==> config.mk <==
export PLATFORM = sky130hd
export DESIGN_NAME = sdc_cmd_core
export DESIGN_NICKNAME = d
export VERILOG_FILES = /design/src/sdc_pkg.sv /design/src/sdc_cmd_core.sv /design/src/sdc_ms_timer.sv
export VERILOG_INCLUDE_DIRS = /design/src
export SDC_FILE = /design/constraint.sdc
export NUM_CORES = 1
export LEC_CHECK = 0
export BUFFER_PORTS_ARGS = -buffer_cell sky130_fd_sc_hd__buf_2
export CAP_MARGIN = 20
export CORE_ASPECT_RATIO = 0.9
export CORE_MARGIN = 2
export CORE_UTILIZATION = 50
export CTS_CLUSTER_SIZE = 16
export DETAILED_ROUTE_END_ITERATION = 8
export GPL_TIMING_DRIVEN = 0
export PLACE_DENSITY = 0.72
export SYNTH_ARGS = -nofsm -noshare
export SYNTH_HDL_FRONTEND = slang
export SYNTH_SLANG_ARGS = --single-unit
==> constraint.sdc <==
create_clock -name clock -period 2.1 [get_ports clock]
set_input_delay 0 -clock clock [delete_from_list [all_inputs] [get_ports clock]]
set_output_delay 0 -clock clock [all_outputs]
set_load 0.005 [all_outputs]
==> src/sdc_map.svh <==
`ifndef SDC_MAP_SVH
`define SDC_MAP_SVH
// clock and time base
`define SDC_CLK_PERIOD_NS 10
`define SDC_MS_NS 1000000
// quiet interval after power-on, least completion limit, least recovery limit (ms)
`define SDC_POR_QUIET_MS 16'h01F4
`define SDC_COMPLETION_LIMIT_FLOOR_MS 16'h0032
`define SDC_ERC_MIN_MS 16'h1964
// register byte offsets
`define SDC_OFF_CTRL 8'h00
`define SDC_OFF_CMD 8'h04
`define SDC_OFF_TLIM 8'h08
`define SDC_OFF_DEVCTL 8'h0C
`define SDC_OFF_STATUS 8'h10
`define SDC_OFF_ALTSTAT 8'h14
`define SDC_OFF_RESULT 8'h18
`define SDC_OFF_IRQ_STAT 8'h1C
`define SDC_OFF_IRQ_MASK 8'h20
`define SDC_OFF_CAUSE 8'h24
// control register fields
`define SDC_CTRL_EPC 0
`define SDC_CTRL_LOCK 1
`define SDC_CTRL_STBY 2
// time limit register: limit in ms in [15:0], recovery-limit flag
`define SDC_TLIM_ERC 16
// device control fields
`define SDC_DC_HIGH_ORDER_BYTE_SELECT 7
`define SDC_DC_ONE 3
`define SDC_DC_SOFT_RESET_BIT 2
`define SDC_DC_NIEN 1
// status byte fields
`define SDC_ST_BUSY_FLAG 7
`define SDC_ST_DRDY 6
`define SDC_ST_DSC 4
`define SDC_ST_ERR 0
// error byte field
`define SDC_ER_ABRT 2
// interrupt status bits
`define SDC_IRQ_DONE 0
`define SDC_IRQ_ABORT 1
`define SDC_IRQ_LRST 2
`define SDC_IRQ_TMO 3
// reset cause codes
`define SDC_CAUSE_POR 2'h2
`define SDC_CAUSE_LINK 2'h1
// power mode answers
`define SDC_PM_STBY 8'h00
`define SDC_PM_IDLE_STD 8'h80
`define SDC_PM_IDLE_ALL 8'hFF
// command codes
`define SDC_CMD_CHK_PWR 8'hE5
`define SDC_CMD_DL 8'h92
`define SDC_CMD_DL_DMA 8'h93
`define SDC_CMD_RD_STRM 8'h2A
`define SDC_CMD_WR_STRM 8'h3A
// reset values
`define SDC_TLIM_RST 17'h00000
`define SDC_MASK_RST 4'h0
`endif

==> src/sdc_pkg.sv <==
package sdc_pkg;
  // command sequencer states, one-hot
  typedef enum logic [2:0] {
    SDC_IDLE = 3'b001,
    SDC_SPIN = 3'b010,
    SDC_EXEC = 3'b100
  } sdc_state_t;
endpackage : sdc_pkg

==> src/sdc_cmd_core.sv <==
`timescale 1ns/1ps
`default_nettype none
`include "sdc_map.svh"
module sdc_cmd_core #(
  parameter int unsigned MS_TICKS = `SDC_MS_NS / `SDC_CLK_PERIOD_NS // cycles per ms
) (
  input wire logic clock,
  input wire logic rst_b,
  input wire logic ce,
  input wire logic [7:0] avs_address,
  input wire logic avs_read,
  input wire logic avs_write,
  input wire logic [31:0] avs_writedata,
  output logic [31:0] avs_readdata,
  output logic avs_waitrequest,
  input wire logic link_reset_req,
  input wire logic spin_ready,
  input wire logic op_done,
  output logic op_start,
  output logic [7:0] op_code,
  output logic spin_up_req,
  output logic init_signal,
  output logic host_intrq,
  output logic irq
);
  // pin synchronisers
  logic lr_s1_q, lr_s2_q, lr_s3_q; // link reset request stages and edge history
  logic sp_s1_q, sp_s2_q; // spindle at speed stages

  always_ff @(posedge clock) begin
    if (!rst_b) begin
      {lr_s1_q, lr_s2_q, lr_s3_q} <= 3'h0;
      {sp_s1_q, sp_s2_q} <= 2'h0;
    end else if (ce) begin
      lr_s1_q <= link_reset_req;
      lr_s2_q <= lr_s1_q;
      lr_s3_q <= lr_s2_q;
      sp_s1_q <= spin_ready;
      sp_s2_q <= sp_s1_q;
    end
  end

  wire logic lr_edge = ce & lr_s2_q & ~lr_s3_q; // new link reset request

  // bus slave: one wait cycle, effects at the edge that ends the access
  logic ack_q; // second cycle of an access
  wire logic bus_req = avs_read | avs_write;
  wire logic take = ce & bus_req & ~ack_q; // first edge: read data latched
  wire logic fin = ce & bus_req & ack_q; // final edge: effects
  wire logic wr_fin = fin & avs_write;
  wire logic rd_fin = fin & avs_read;
  // a frozen clock enable keeps the master waiting, so no access ends unseen
  assign avs_waitrequest = bus_req & (~ack_q | ~ce);

  always_ff @(posedge clock) begin
    if (!rst_b) ack_q <= 1'b0;
    else if (ce) ack_q <= take;
  end

  // address decode
  wire logic hit_ctrl = (avs_address == `SDC_OFF_CTRL);
  wire logic hit_cmd = (avs_address == `SDC_OFF_CMD);
  wire logic hit_tlim = (avs_address == `SDC_OFF_TLIM);
  wire logic hit_dc = (avs_address == `SDC_OFF_DEVCTL);
  wire logic hit_stat = (avs_address == `SDC_OFF_STATUS);
  wire logic hit_alt = (avs_address == `SDC_OFF_ALTSTAT);
  wire logic hit_res = (avs_address == `SDC_OFF_RESULT);
  wire logic hit_ist = (avs_address == `SDC_OFF_IRQ_STAT);
  wire logic hit_msk = (avs_address == `SDC_OFF_IRQ_MASK);
  wire logic hit_cause = (avs_address == `SDC_OFF_CAUSE);

  // software state
  logic epc_q; // extended power conditions enabled
  logic lock_q; // security locked
  logic stby_q; // standby, spindle stopped
  logic [16:0] tlim_q; // requested limit and recovery flag
  logic high_order_byte_select_q, soft_reset_bit_q, nien_q; // device control bits
  logic [3:0] mask_q; // interrupt mask
  logic [3:0] irq_q; // sticky interrupt status
  logic [1:0] cause_q; // cause of the last power-on or link reset

  // command state
  sdc_pkg::sdc_state_t st_q, st_d; // sequencer
  logic [7:0] sec_q; // sector count answer
  logic [7:0] err_q; // error byte
  logic errf_q; // status error flag
  logic [15:0] lim_q; // limit in force, ms
  logic lim_en_q; // a limit applies to this command
  logic pend_q; // interrupt pending toward the host
  logic lr_pend_q; // link reset awaiting its answer
  logic [15:0] por_ms, cmd_ms; // elapsed times

  // command decode at issue
  wire logic [7:0] wcode = avs_writedata[7:0];
  wire logic [15:0] tlim_ms = tlim_q[15:0];
  wire logic erc = tlim_q[`SDC_TLIM_ERC];
  wire logic is_chk = (wcode == `SDC_CMD_CHK_PWR);
  wire logic is_dl = (wcode == `SDC_CMD_DL) | (wcode == `SDC_CMD_DL_DMA);
  wire logic is_strm = (wcode == `SDC_CMD_RD_STRM) | (wcode == `SDC_CMD_WR_STRM);
  wire logic dl_locked = is_dl & lock_q;
  wire logic erc_short = erc & (tlim_ms < `SDC_ERC_MIN_MS);
  wire logic abort_go = dl_locked | erc_short;
  wire logic busy = (st_q != sdc_pkg::SDC_IDLE) | soft_reset_bit_q;
  wire logic cmd_go = wr_fin & hit_cmd & ~busy & ~lr_edge;
  wire logic strm_low = is_strm & (tlim_ms < `SDC_COMPLETION_LIMIT_FLOOR_MS);
  wire logic [15:0] lim_eff = strm_low ? `SDC_COMPLETION_LIMIT_FLOOR_MS : tlim_ms;
  wire logic [7:0] pm_code = stby_q ? `SDC_PM_STBY :
                             (epc_q ? `SDC_PM_IDLE_STD : `SDC_PM_IDLE_ALL);

  // completion events; the limit is only checked once executing
  wire logic in_exec = (st_q == sdc_pkg::SDC_EXEC);
  wire logic live = ce & ~soft_reset_bit_q & ~lr_edge;
  wire logic tmo_hit = live & in_exec & ~op_done & lim_en_q & (cmd_ms >= lim_q);
  wire logic done_ok = live & ((cmd_go & is_chk & ~abort_go) | (in_exec & op_done));
  wire logic done_abt = (cmd_go & abort_go) | tmo_hit;
  wire logic cmp_ev = done_ok | done_abt;
  wire logic cblk_wr = wr_fin & (hit_cmd | hit_tlim); // command-block write

  // next state
  always_comb begin
    st_d = st_q;
    case (st_q)
      sdc_pkg::SDC_IDLE: begin
        if (cmd_go && !abort_go && !is_chk) begin
          st_d = stby_q ? sdc_pkg::SDC_SPIN : sdc_pkg::SDC_EXEC;
        end
      end
      sdc_pkg::SDC_SPIN: begin
        // no limit check here: completion waits for speed
        if (sp_s2_q) st_d = sdc_pkg::SDC_EXEC;
      end
      sdc_pkg::SDC_EXEC: begin
        if (op_done || tmo_hit) st_d = sdc_pkg::SDC_IDLE;
      end
      default: st_d = sdc_pkg::SDC_IDLE;
    endcase
    if (soft_reset_bit_q || lr_edge) st_d = sdc_pkg::SDC_IDLE; // both resets drop the command
  end

  // sequencer and start pulse
  always_ff @(posedge clock) begin
    if (!rst_b) begin
      st_q <= sdc_pkg::SDC_IDLE;
      op_start <= 1'b0;
    end else if (ce) begin
      st_q <= st_d;
      op_start <= (st_d == sdc_pkg::SDC_EXEC) & ~in_exec;
    end
  end

  // command results, set at issue and on a timeout
  always_ff @(posedge clock) begin
    if (!rst_b) begin
      op_code <= 8'h00;
      sec_q <= 8'h00;
      err_q <= 8'h00;
      errf_q <= 1'b0;
      lim_q <= 16'h0;
      lim_en_q <= 1'b0;
    end else if (cmd_go) begin
      op_code <= wcode;
      sec_q <= is_chk ? pm_code : sec_q;
      err_q <= abort_go ? (8'h01 << `SDC_ER_ABRT) : 8'h00;
      errf_q <= abort_go;
      lim_q <= lim_eff;
      lim_en_q <= is_strm | erc;
    end else if (tmo_hit) begin
      err_q[`SDC_ER_ABRT] <= 1'b1;
      errf_q <= 1'b1;
    end
  end

  // software registers; writing any command-block register drops the high byte select
  always_ff @(posedge clock) begin
    if (!rst_b) begin
      {epc_q, lock_q, stby_q} <= 3'h0;
      tlim_q <= `SDC_TLIM_RST;
      {high_order_byte_select_q, soft_reset_bit_q, nien_q} <= 3'h0;
      mask_q <= `SDC_MASK_RST;
    end else if (ce) begin
      if (wr_fin && hit_ctrl) begin
        epc_q <= avs_writedata[`SDC_CTRL_EPC];
        lock_q <= avs_writedata[`SDC_CTRL_LOCK];
        stby_q <= avs_writedata[`SDC_CTRL_STBY];
      end
      if (wr_fin && hit_tlim) tlim_q <= avs_writedata[16:0];
      if (wr_fin && hit_msk) mask_q <= avs_writedata[3:0];
      if (wr_fin && hit_dc) begin
        high_order_byte_select_q <= avs_writedata[`SDC_DC_HIGH_ORDER_BYTE_SELECT];
        soft_reset_bit_q <= avs_writedata[`SDC_DC_SOFT_RESET_BIT];
        nien_q <= avs_writedata[`SDC_DC_NIEN];
      end
      if (cblk_wr) high_order_byte_select_q <= 1'b0;
      if (st_q == sdc_pkg::SDC_SPIN && sp_s2_q) stby_q <= 1'b0; // spindle at speed
    end
  end

  // pending interrupt: a primary status read acknowledges, alternate does not
  wire logic pend_ack = rd_fin & hit_stat;
  always_ff @(posedge clock) begin
    if (!rst_b) pend_q <= 1'b0;
    else if (ce) pend_q <= cmp_ev | (pend_q & ~pend_ack & ~soft_reset_bit_q & ~lr_edge);
  end
  assign host_intrq = pend_q & ~nien_q;

  // sticky interrupt status, write one to clear, events win
  logic [3:0] irq_ev;
  logic [3:0] irq_clr;
  always_comb begin
    irq_ev = 4'h0;
    irq_ev[`SDC_IRQ_DONE] = done_ok;
    irq_ev[`SDC_IRQ_ABORT] = done_abt;
    irq_ev[`SDC_IRQ_LRST] = lr_edge;
    irq_ev[`SDC_IRQ_TMO] = tmo_hit;
    irq_clr = (wr_fin && hit_ist) ? avs_writedata[3:0] : 4'h0;
  end
  always_ff @(posedge clock) begin
    if (!rst_b) irq_q <= 4'h0;
    else if (ce) irq_q <= irq_ev | (irq_q & ~irq_clr);
  end
  assign irq = |(irq_q & mask_q);

  // link reset: answer once the power-on quiet interval is over
  wire logic por_ok = (por_ms >= `SDC_POR_QUIET_MS);
  always_ff @(posedge clock) begin
    if (!rst_b) begin
      lr_pend_q <= 1'b0;
      init_signal <= 1'b0;
      cause_q <= `SDC_CAUSE_POR;
    end else if (ce) begin
      init_signal <= lr_pend_q & por_ok;
      lr_pend_q <= lr_edge | (lr_pend_q & ~por_ok);
      if (lr_edge) cause_q <= `SDC_CAUSE_LINK;
    end
  end

  assign spin_up_req = (st_q == sdc_pkg::SDC_SPIN);

  // time since power-on, and since command issue
  sdc_ms_timer #(.MS_TICKS(MS_TICKS)) u_por_timer (
    .clock(clock), .rst_b(rst_b), .ce(ce), .clear(1'b0), .elapsed_ms(por_ms)
  );
  sdc_ms_timer #(.MS_TICKS(MS_TICKS)) u_cmd_timer (
    .clock(clock), .rst_b(rst_b), .ce(ce), .clear(cmd_go), .elapsed_ms(cmd_ms)
  );

  // status byte, shared by both status copies
  logic [7:0] stat_byte;
  logic [7:0] dc_byte;
  always_comb begin
    stat_byte = 8'h00;
    stat_byte[`SDC_ST_BUSY_FLAG] = busy;
    stat_byte[`SDC_ST_DRDY] = ~busy;
    stat_byte[`SDC_ST_DSC] = 1'b1;
    stat_byte[`SDC_ST_ERR] = errf_q;
    dc_byte = 8'h00;
    dc_byte[`SDC_DC_HIGH_ORDER_BYTE_SELECT] = high_order_byte_select_q;
    dc_byte[`SDC_DC_ONE] = 1'b1;
    dc_byte[`SDC_DC_SOFT_RESET_BIT] = soft_reset_bit_q;
    dc_byte[`SDC_DC_NIEN] = nien_q;
  end

  // read selection; unmapped reads return zero
  logic [31:0] rd_mux;
  always_comb begin
    rd_mux = 32'h0;
    if (hit_ctrl) rd_mux = {29'h0, stby_q, lock_q, epc_q};
    else if (hit_cmd) rd_mux = {24'h0, op_code};
    else if (hit_tlim) rd_mux = {15'h0, tlim_q};
    else if (hit_dc) rd_mux = {24'h0, dc_byte};
    else if (hit_stat || hit_alt) rd_mux = {24'h0, stat_byte};
    else if (hit_res) rd_mux = {16'h0, err_q, sec_q};
    else if (hit_ist) rd_mux = {28'h0, irq_q};
    else if (hit_msk) rd_mux = {28'h0, mask_q};
    else if (hit_cause) rd_mux = {30'h0, cause_q};
  end

  always_ff @(posedge clock) begin
    if (!rst_b) avs_readdata <= 32'h0;
    else if (take && avs_read) avs_readdata <= rd_mux;
  end
endmodule : sdc_cmd_core
`default_nettype wire

==> src/sdc_ms_timer.sv <==
`timescale 1ns/1ps
`default_nettype none
// millisecond counter, saturating, restarted by clear
module sdc_ms_timer #(
  parameter int unsigned MS_TICKS = 100000 // cycles per millisecond
) (
  input wire logic clock,
  input wire logic rst_b,
  input wire logic ce,
  input wire logic clear,
  output logic [15:0] elapsed_ms
);
  logic [31:0] tick_q; // cycles inside the current millisecond
  wire logic ms_wrap = (tick_q == MS_TICKS - 32'h1);

  // count cycles, then whole milliseconds; stop at the top value
  always_ff @(posedge clock) begin
    if (!rst_b) begin
      tick_q <= 32'h0;
      elapsed_ms <= 16'h0;
    end else if (ce) begin
      if (clear) begin
        tick_q <= 32'h0;
        elapsed_ms <= 16'h0;
      end else if (ms_wrap) begin
        tick_q <= 32'h0;
        if (elapsed_ms != 16'hFFFF) elapsed_ms <= elapsed_ms + 16'h1;
      end else begin
        tick_q <= tick_q + 32'h1;
      end
    end
  end
endmodule : sdc_ms_timer
`default_nettype wire

# Word level (Yosys, flattened, before mapping)
# Index checks and enable logic that the tools add are counted.
word_totals:
  latch_bits: 0
  regBits: 216
  elab_cells: 191
  ramBits: 0
  n_memories: 0
  rom_bits: 0
  input_bits: 48
op_classes:
  n_lt_le_gt_ge: 4
  n_eq_ne: 23
  add_sub_neg: 4
  n_reduce_logical: 31
  bitwise: 63
  shifts: 0
  div: 0
  n_mux: 33
  multipliers: 0
op_table:
  columns: ["cell", "n"]
  rows:
  - ["$mux 16", 7]
  - ["$mux 32", 3]
  - ["$add 32x1->32 const B", 2]
  - ["$eq 32x17->1 const B", 2]
  - ["$mux 17", 3]
  - ["$and 1x1->1", 34]
  - ["$add 16x1->16 const B", 2]
  - ["$eq 8x5->1 const B", 4]
  - ["$eq 8x6->1 const B", 4]
  - ["$ne 16x16->1 const B", 2]
  - ["$eq 8x8->1 const B", 3]
  - ["$mux 3", 6]
  - ["$eq 8x4->1 const B", 2]
  - ["$ge 16x16->1", 1]
  - ["$ge 16x9->1 const B", 1]
  - ["$lt 16x13->1 const B", 1]
  - ["$lt 16x6->1 const B", 1]
  - ["$reduce_and 2->1", 8]
  - ["$or 1x1->1", 13]
  - ["$mux 4", 3]
  - ["$not 1->1", 12]
  - ["$reduce_bool 2->1", 5]
  - ["$logic_and 1x1->1", 9]
  - ["$pmux 3 s3", 1]
  - ["other kinds (17)", 29]

# Longest topological paths before layout
depth:
  depth_word: 14
  mapped_depth: 9
  depth_no_buf: 8

# Modules after synthesis
# From an unflattened synthesis, not the netlist that was laid out.
hier_totals:
  hier_cells: 1192
  area_unflattened_um2: 9659.3
modules_own_cells:
  columns: ["mod", "seq_area_each_um2", "n_inst", "cells_each", "area_per_inst_um2"]
  rows:
  - ["sdc_ms_timer", 960.9, 2, 299, 2422.3]
  - ["sdc_cmd_core", 1821.7, 1, 594, 4814.6]

# Worst setup path after synthesis
# OpenSTA, ideal clock, no wires.
synth_path:
  kind: "flip-flop to flip-flop"
  from: "register u_por_timer.tick_q[0]"
  to: "register u_por_timer.elapsed_ms[13]"
  synth_period_minus_slack_ns: 1.993
  path_stages_with_launch: 10
  t_arrival_ns: 1.866
  required_ns: 1.972
  slack_ns: 0.107
  path_buffers: 2
  path_cell_list: "dfxtp_1 > ha_1 > and4_1 > clkbuf_1 > nand4_1 > a311oi_1 > buf_2 > nand4_1 > xor2_1 > nor2_1"
synth_between:
  elab_chain_cells: 2
synth_rtl:
  columns: ["item", "line_no", "source"]
  rows:
  - ["from (decl)", "sdc_ms_timer.sv:13", "logic [31:0] tick_q;"]
  - ["from (signal assigned)", "sdc_ms_timer.sv:29", "tick_q <= tick_q + 32'h1;"]
  - ["$eq 32x17->1", "sdc_ms_timer.sv:14", "wire logic ms_wrap = (tick_q == MS_TICKS - 32'h1);"]
  - ["$reduce_and 3->1 (no source line)", null, null]
  - ["to (signal assigned)", "sdc_ms_timer.sv:27", "if (elapsed_ms != 16'hFFFF) elapsed_ms <= elapsed_ms + 16'h1;"]
  - ["to (decl)", "sdc_ms_timer.sv:11", "output logic [15:0] elapsed_ms"]
# Every way passes these cells.
# A chain may end at the register's enable or synchronous reset.

# Worst setup path after layout
layout_path:
  from: "register u_cmd_timer.tick_q[7]"
  to: "register u_cmd_timer.elapsed_ms[9]"
layout_between:
  elab_chain_cells: 3
layout_rtl:
  columns: ["item", "line_no"]
  rows:
  - ["from (decl)", "sdc_ms_timer.sv:13"]
  - ["from (signal assigned)", "sdc_ms_timer.sv:29"]
  - ["$eq 32x17->1", "sdc_ms_timer.sv:14"]
  - ["$reduce_bool 2->1 (no source line)", null]
  - ["$reduce_and 3->1 (no source line)", null]
  - ["to (signal assigned)", "sdc_ms_timer.sv:27"]
  - ["to (decl)", "sdc_ms_timer.sv:11"]
# Every way passes these cells.

==> results.toml <==
[sta]
slew_headroom_pct = 41.0
period_share_pct = 102
maxSlewViolCount = 0
hold_viol_final = 0
rsz0062_at_grt = "yes"
fin_worst_skew_ns = 0.00937
setup_viol = 1
max_freq_ghz = 0.465
finalCriticalPeriod_ns = 2.15
tightest_slew_ns = 0.878
fin_ws_ns = -0.0510

[pwr]
leakagePower_uw = 0.00403
power_density_nw_per_um2 = 673
power_uw = 7350
switching_share_pct = 23.2
pwr-share-seq_pct = 48.8
p_int_uw = 5650
switchingPower_uw = 1700
vdd_ir_drop_max_mv = 0.537
power_frac_clock_pct = 46.1
pwr-share-comb_pct = 5.1

[finish]
nets = 1306
drive_above_1_share_pct = 16.5
area_delta_synth_final_pct = 20.4
finalInstanceArea_um2 = 10900
fill_cells = 1549
num_antenna_cells = 0

[place]
placed_area_um2 = 9730
finalWeightedCongestion = 0.939
dp_slack_ns = -0.296
port_buffers = 61
place_hpwl_um = 16700

[floorplanning]
dieArea_um2 = 19200
core_um2 = 17700
ios = 94
rows = 46
start_util_pct = 51.2
die_w_um = 146
die_h_um = 132

[detailed_routing]
top_layer = "met4"
dr_total_vias = 8441
wire_per_inst_um = 16.4
ant_nets = 0
first_pass_iters = 5
drc = 0
drt_wl_total_um = 24500
drt-initial-drc-count = 776
met2_wirelength_um = 11200
wl_met3_um = 1630
vias_per_cell = 5.67
drt-met1-wl_um = 11000

[global_routing]
grt_usage_pct = 25.2
overflow = 0
grt_pass1_wl_um = 39500
antenna_found_initial = 0
grt_max_degree = 17
first_global_vias = 7949

[synth]
yosysTopAreaCellShare_pct = 41.3
synth_edf_count = 0
synth_top_area_cell = "dfxtp_1"
async_flop_share_pct = 0
netlist_instances = 1115
synth-main-ff-cell = "dfxtp_1"
ys_types = 68
ys_ff_latch = 187
synthTopCellsByArea = "dfxtp_1, nor2_1, nand2_1, xor2_1, a21oi_1"
syn_area_per_cell_um2 = 8.14
yosysSeqAreaShare_pct = 41.3
synth-warning-count = 0
syn-cell-area_um2 = 9070

[critical_path]
arrival_ns = 2.52
regToRegSetupSlack_ns = -0.05
critPathCaptureType = "flip-flop"
r2r-start = "u_cmd_timer.tick_q[7]$_SDFFE_PN0P_"
max_stage_delay_ns = 0.42
critical-path-slowest-cell = "dfxtp_1"
crit_path_cell_trace = "nor4b_4 -> nand4_1 -> a2111oi_4 -> buf_4 -> o21ai_0 -> or3_1 -> a21oi_2"
ff2ff_path_depth = 7
startpoint = "u_cmd_timer.tick_q[7]$_SDFFE_PN0P_"
r2r-end = "u_cmd_timer.elapsed_ms[9]$_SDFFE_PN0P_"
worstSetupPathType = "flip-flop to flip-flop"
worstSetupEndpoint = "u_cmd_timer.elapsed_ms[9]$_SDFFE_PN0P_"
crit_fanout = 5
crit_required_ns = 2.47
worstSetupStartpointType = "flip-flop"

[min_path]
worst_hold_path_type = "input pin to flip-flop"
hp-start = "avs_read"

[status]
violations = "negative setup slack"
status = "finished with violations"

[clock_tree]
cts.sinks = 187
cts-root-buf = "clkbuf_16"
numCtsBuffers = 17
tritoncts = "done"
cts-htree-levels = 4
cts.clk_slew.worst_paths_ns = 0.07
clock_path_buffers = 2
clock_latency_ns = 0.44

[run]
cap_violations = 0
==> worst min-delay path by stage <==
stage                                         end  slack, ns  depth (start not counted)
after global routing           ack_q$_SDFFE_PN0P_       0.05                          5
final                          ack_q$_SDFFE_PN0P_       0.02                          5
after global placement    tlim_q[12]$_SDFFE_PN0P_       0.25                          3
after detailed placement   tlim_q[8]$_SDFFE_PN0P_       0.25                          3
after floorplan            tlim_q[0]$_SDFFE_PN0P_       0.14                          2
after CTS                      ack_q$_SDFFE_PN0P_       0.01                          5
==> metrics by stage <==
stage | hold WS [ns] | TNS (ns) | std cells | util [%]
2_1_floorplan | 0.136 | 0 | 1129 | -
3_3_place_gp | 0.245 | -16.84 | 1430 | 54.9
3_5_place_dp | 0.251 | -21.39 | 1430 | 54.9
4_1_cts | 0.00972 | 0 | 1483 | 60.4
5_1_grt | 0.0462 | -1.52 | 1489 | 61.6
6_report | 0.0180 | -0.0510 | 1489 | 61.6
==> cells in the mapped netlist (3+ instances only) <==
library cell	instances
nor4b_1	4
and2_1	5
nand2b_1	5
o21ai_0	31
o211ai_1	6
inv_1	28
nor3b_1	3
clkbuf_1	37
a221oi_1	3
nand3b_1	7
nand4_1	29
nor3_1	25
a31oi_1	5
nor2b_1	3
buf_4	16
and3_1	24
o22ai_1	4
or3_1	17
mux2i_1	18
a21oi_1	87
buf_2	12
nor2_1	149
ha_1	21
o2111ai_1	3
or2_2	4
a211oi_1	7
nor4_1	13
nand3_1	55
o21a_1	3
nand2_1	147
xor2_1	52
mux2_2	3
a22oi_1	11
a32oi_1	3
dfxtp_1	187
buf_1	4
xnor2_1	25
and4_1	15
a21o_1	4
==> logic make-up (layout without fill, tap and decap cells) <==
family          after synthesis  in the layout  synth area share (%)
compound gates              188            188                  12.8
xor+xnor                     77             77                  7.43
fa+ha+maj                    21             21                  2.90
buf+inv                      98            218                  4.88
flops                       187            187                  41.3
mux                          21             21                  2.36
other cells                   1             15                0.0413
simple gates                522            522                  28.3
==> registers in the layout (all words and copies together), names as in the netlist, 2 cells and up <==
register                count
sec_q                       2
lim_q                      16
u_por_timer.tick_q         32
u_por_timer.elapsed_ms     16
st_q                        3
u_cmd_timer.elapsed_ms     16
op_code                     8
tlim_q                     17
irq_q                       4
mask_q                      4
cause_q                     2
u_cmd_timer.tick_q         32
avs_readdata               17
==> power by group through the flow <==
| stage | sequential (uW) | clock (uW) | combinational (uW) |
|---|---|---|---|
| 6_report | 3580 | 3390 | 378 |
| 5_1_grt | 3590 | 3580 | 408 |
| 4_1_cts | 3580 | 3430 | 367 |
| 3_5_place_dp | 3660 | 0 | 331 |
| 3_3_place_gp | 3660 | 0 | 328 |
| 2_1_floorplan | 3660 | 0 | 194 |
==> timing repair <==
item / 4_1_cts / 5_1_grt
setup buffers: 4 / 10
endpoints found under the hold margin: 41 / 0
gates resized for setup: 36 / 50
hold buffers: 21 / 0
endpoints found under the setup margin: 127 / 138
pin swaps: 6 / 20
==> metal layers <==
layer	vias up	track usage [%]
li1	4125	-
met1	3932	33.4
met2	325	41.0
met3	59	4.64
met4	0	9.55
met5	-	0
==> area by class of cell <==
type	instances	area (um^2)	area share [%]
multi-input cells	844	5170	47.3
well taps	240	300	2.75
flip-flops and latches	187	3760	34.4
plain buffers	62	349	3.19
repair buffers	96	621	5.68
clock buffers	19	453	4.15
clock inverters	12	163	1.49
inverters	29	109	0.996
==> cells in the final DEF, fill, tap and decap left out, drive strengths merged, types with 6 or more instances in the layout <==
master / count
inv: 31
a211oi: 7
dfxtp: 187
o211ai: 7
o21ai: 33
nor4b: 7
a22oi: 11
clkbuf: 48
buf: 108
ha: 21
conb: 15
or3: 17
and2: 6
mux2i: 18
dlygate4sd3: 21
nand3: 55
nand2: 147
nor2: 150
nor4: 14
and4: 15
nand3b: 7
nor3: 25
xor2: 52
and3: 24
a21oi: 87
nand4: 30
xnor2: 25
==> critical path: cells and delay by family (launching register included) <==
kind	cells	cell delay, ns
compound gates	3	0.66
buf+inv	1	0.20
flops	1	0.42
simple gates	3	0.82
(Power assumes the default switching activity.)
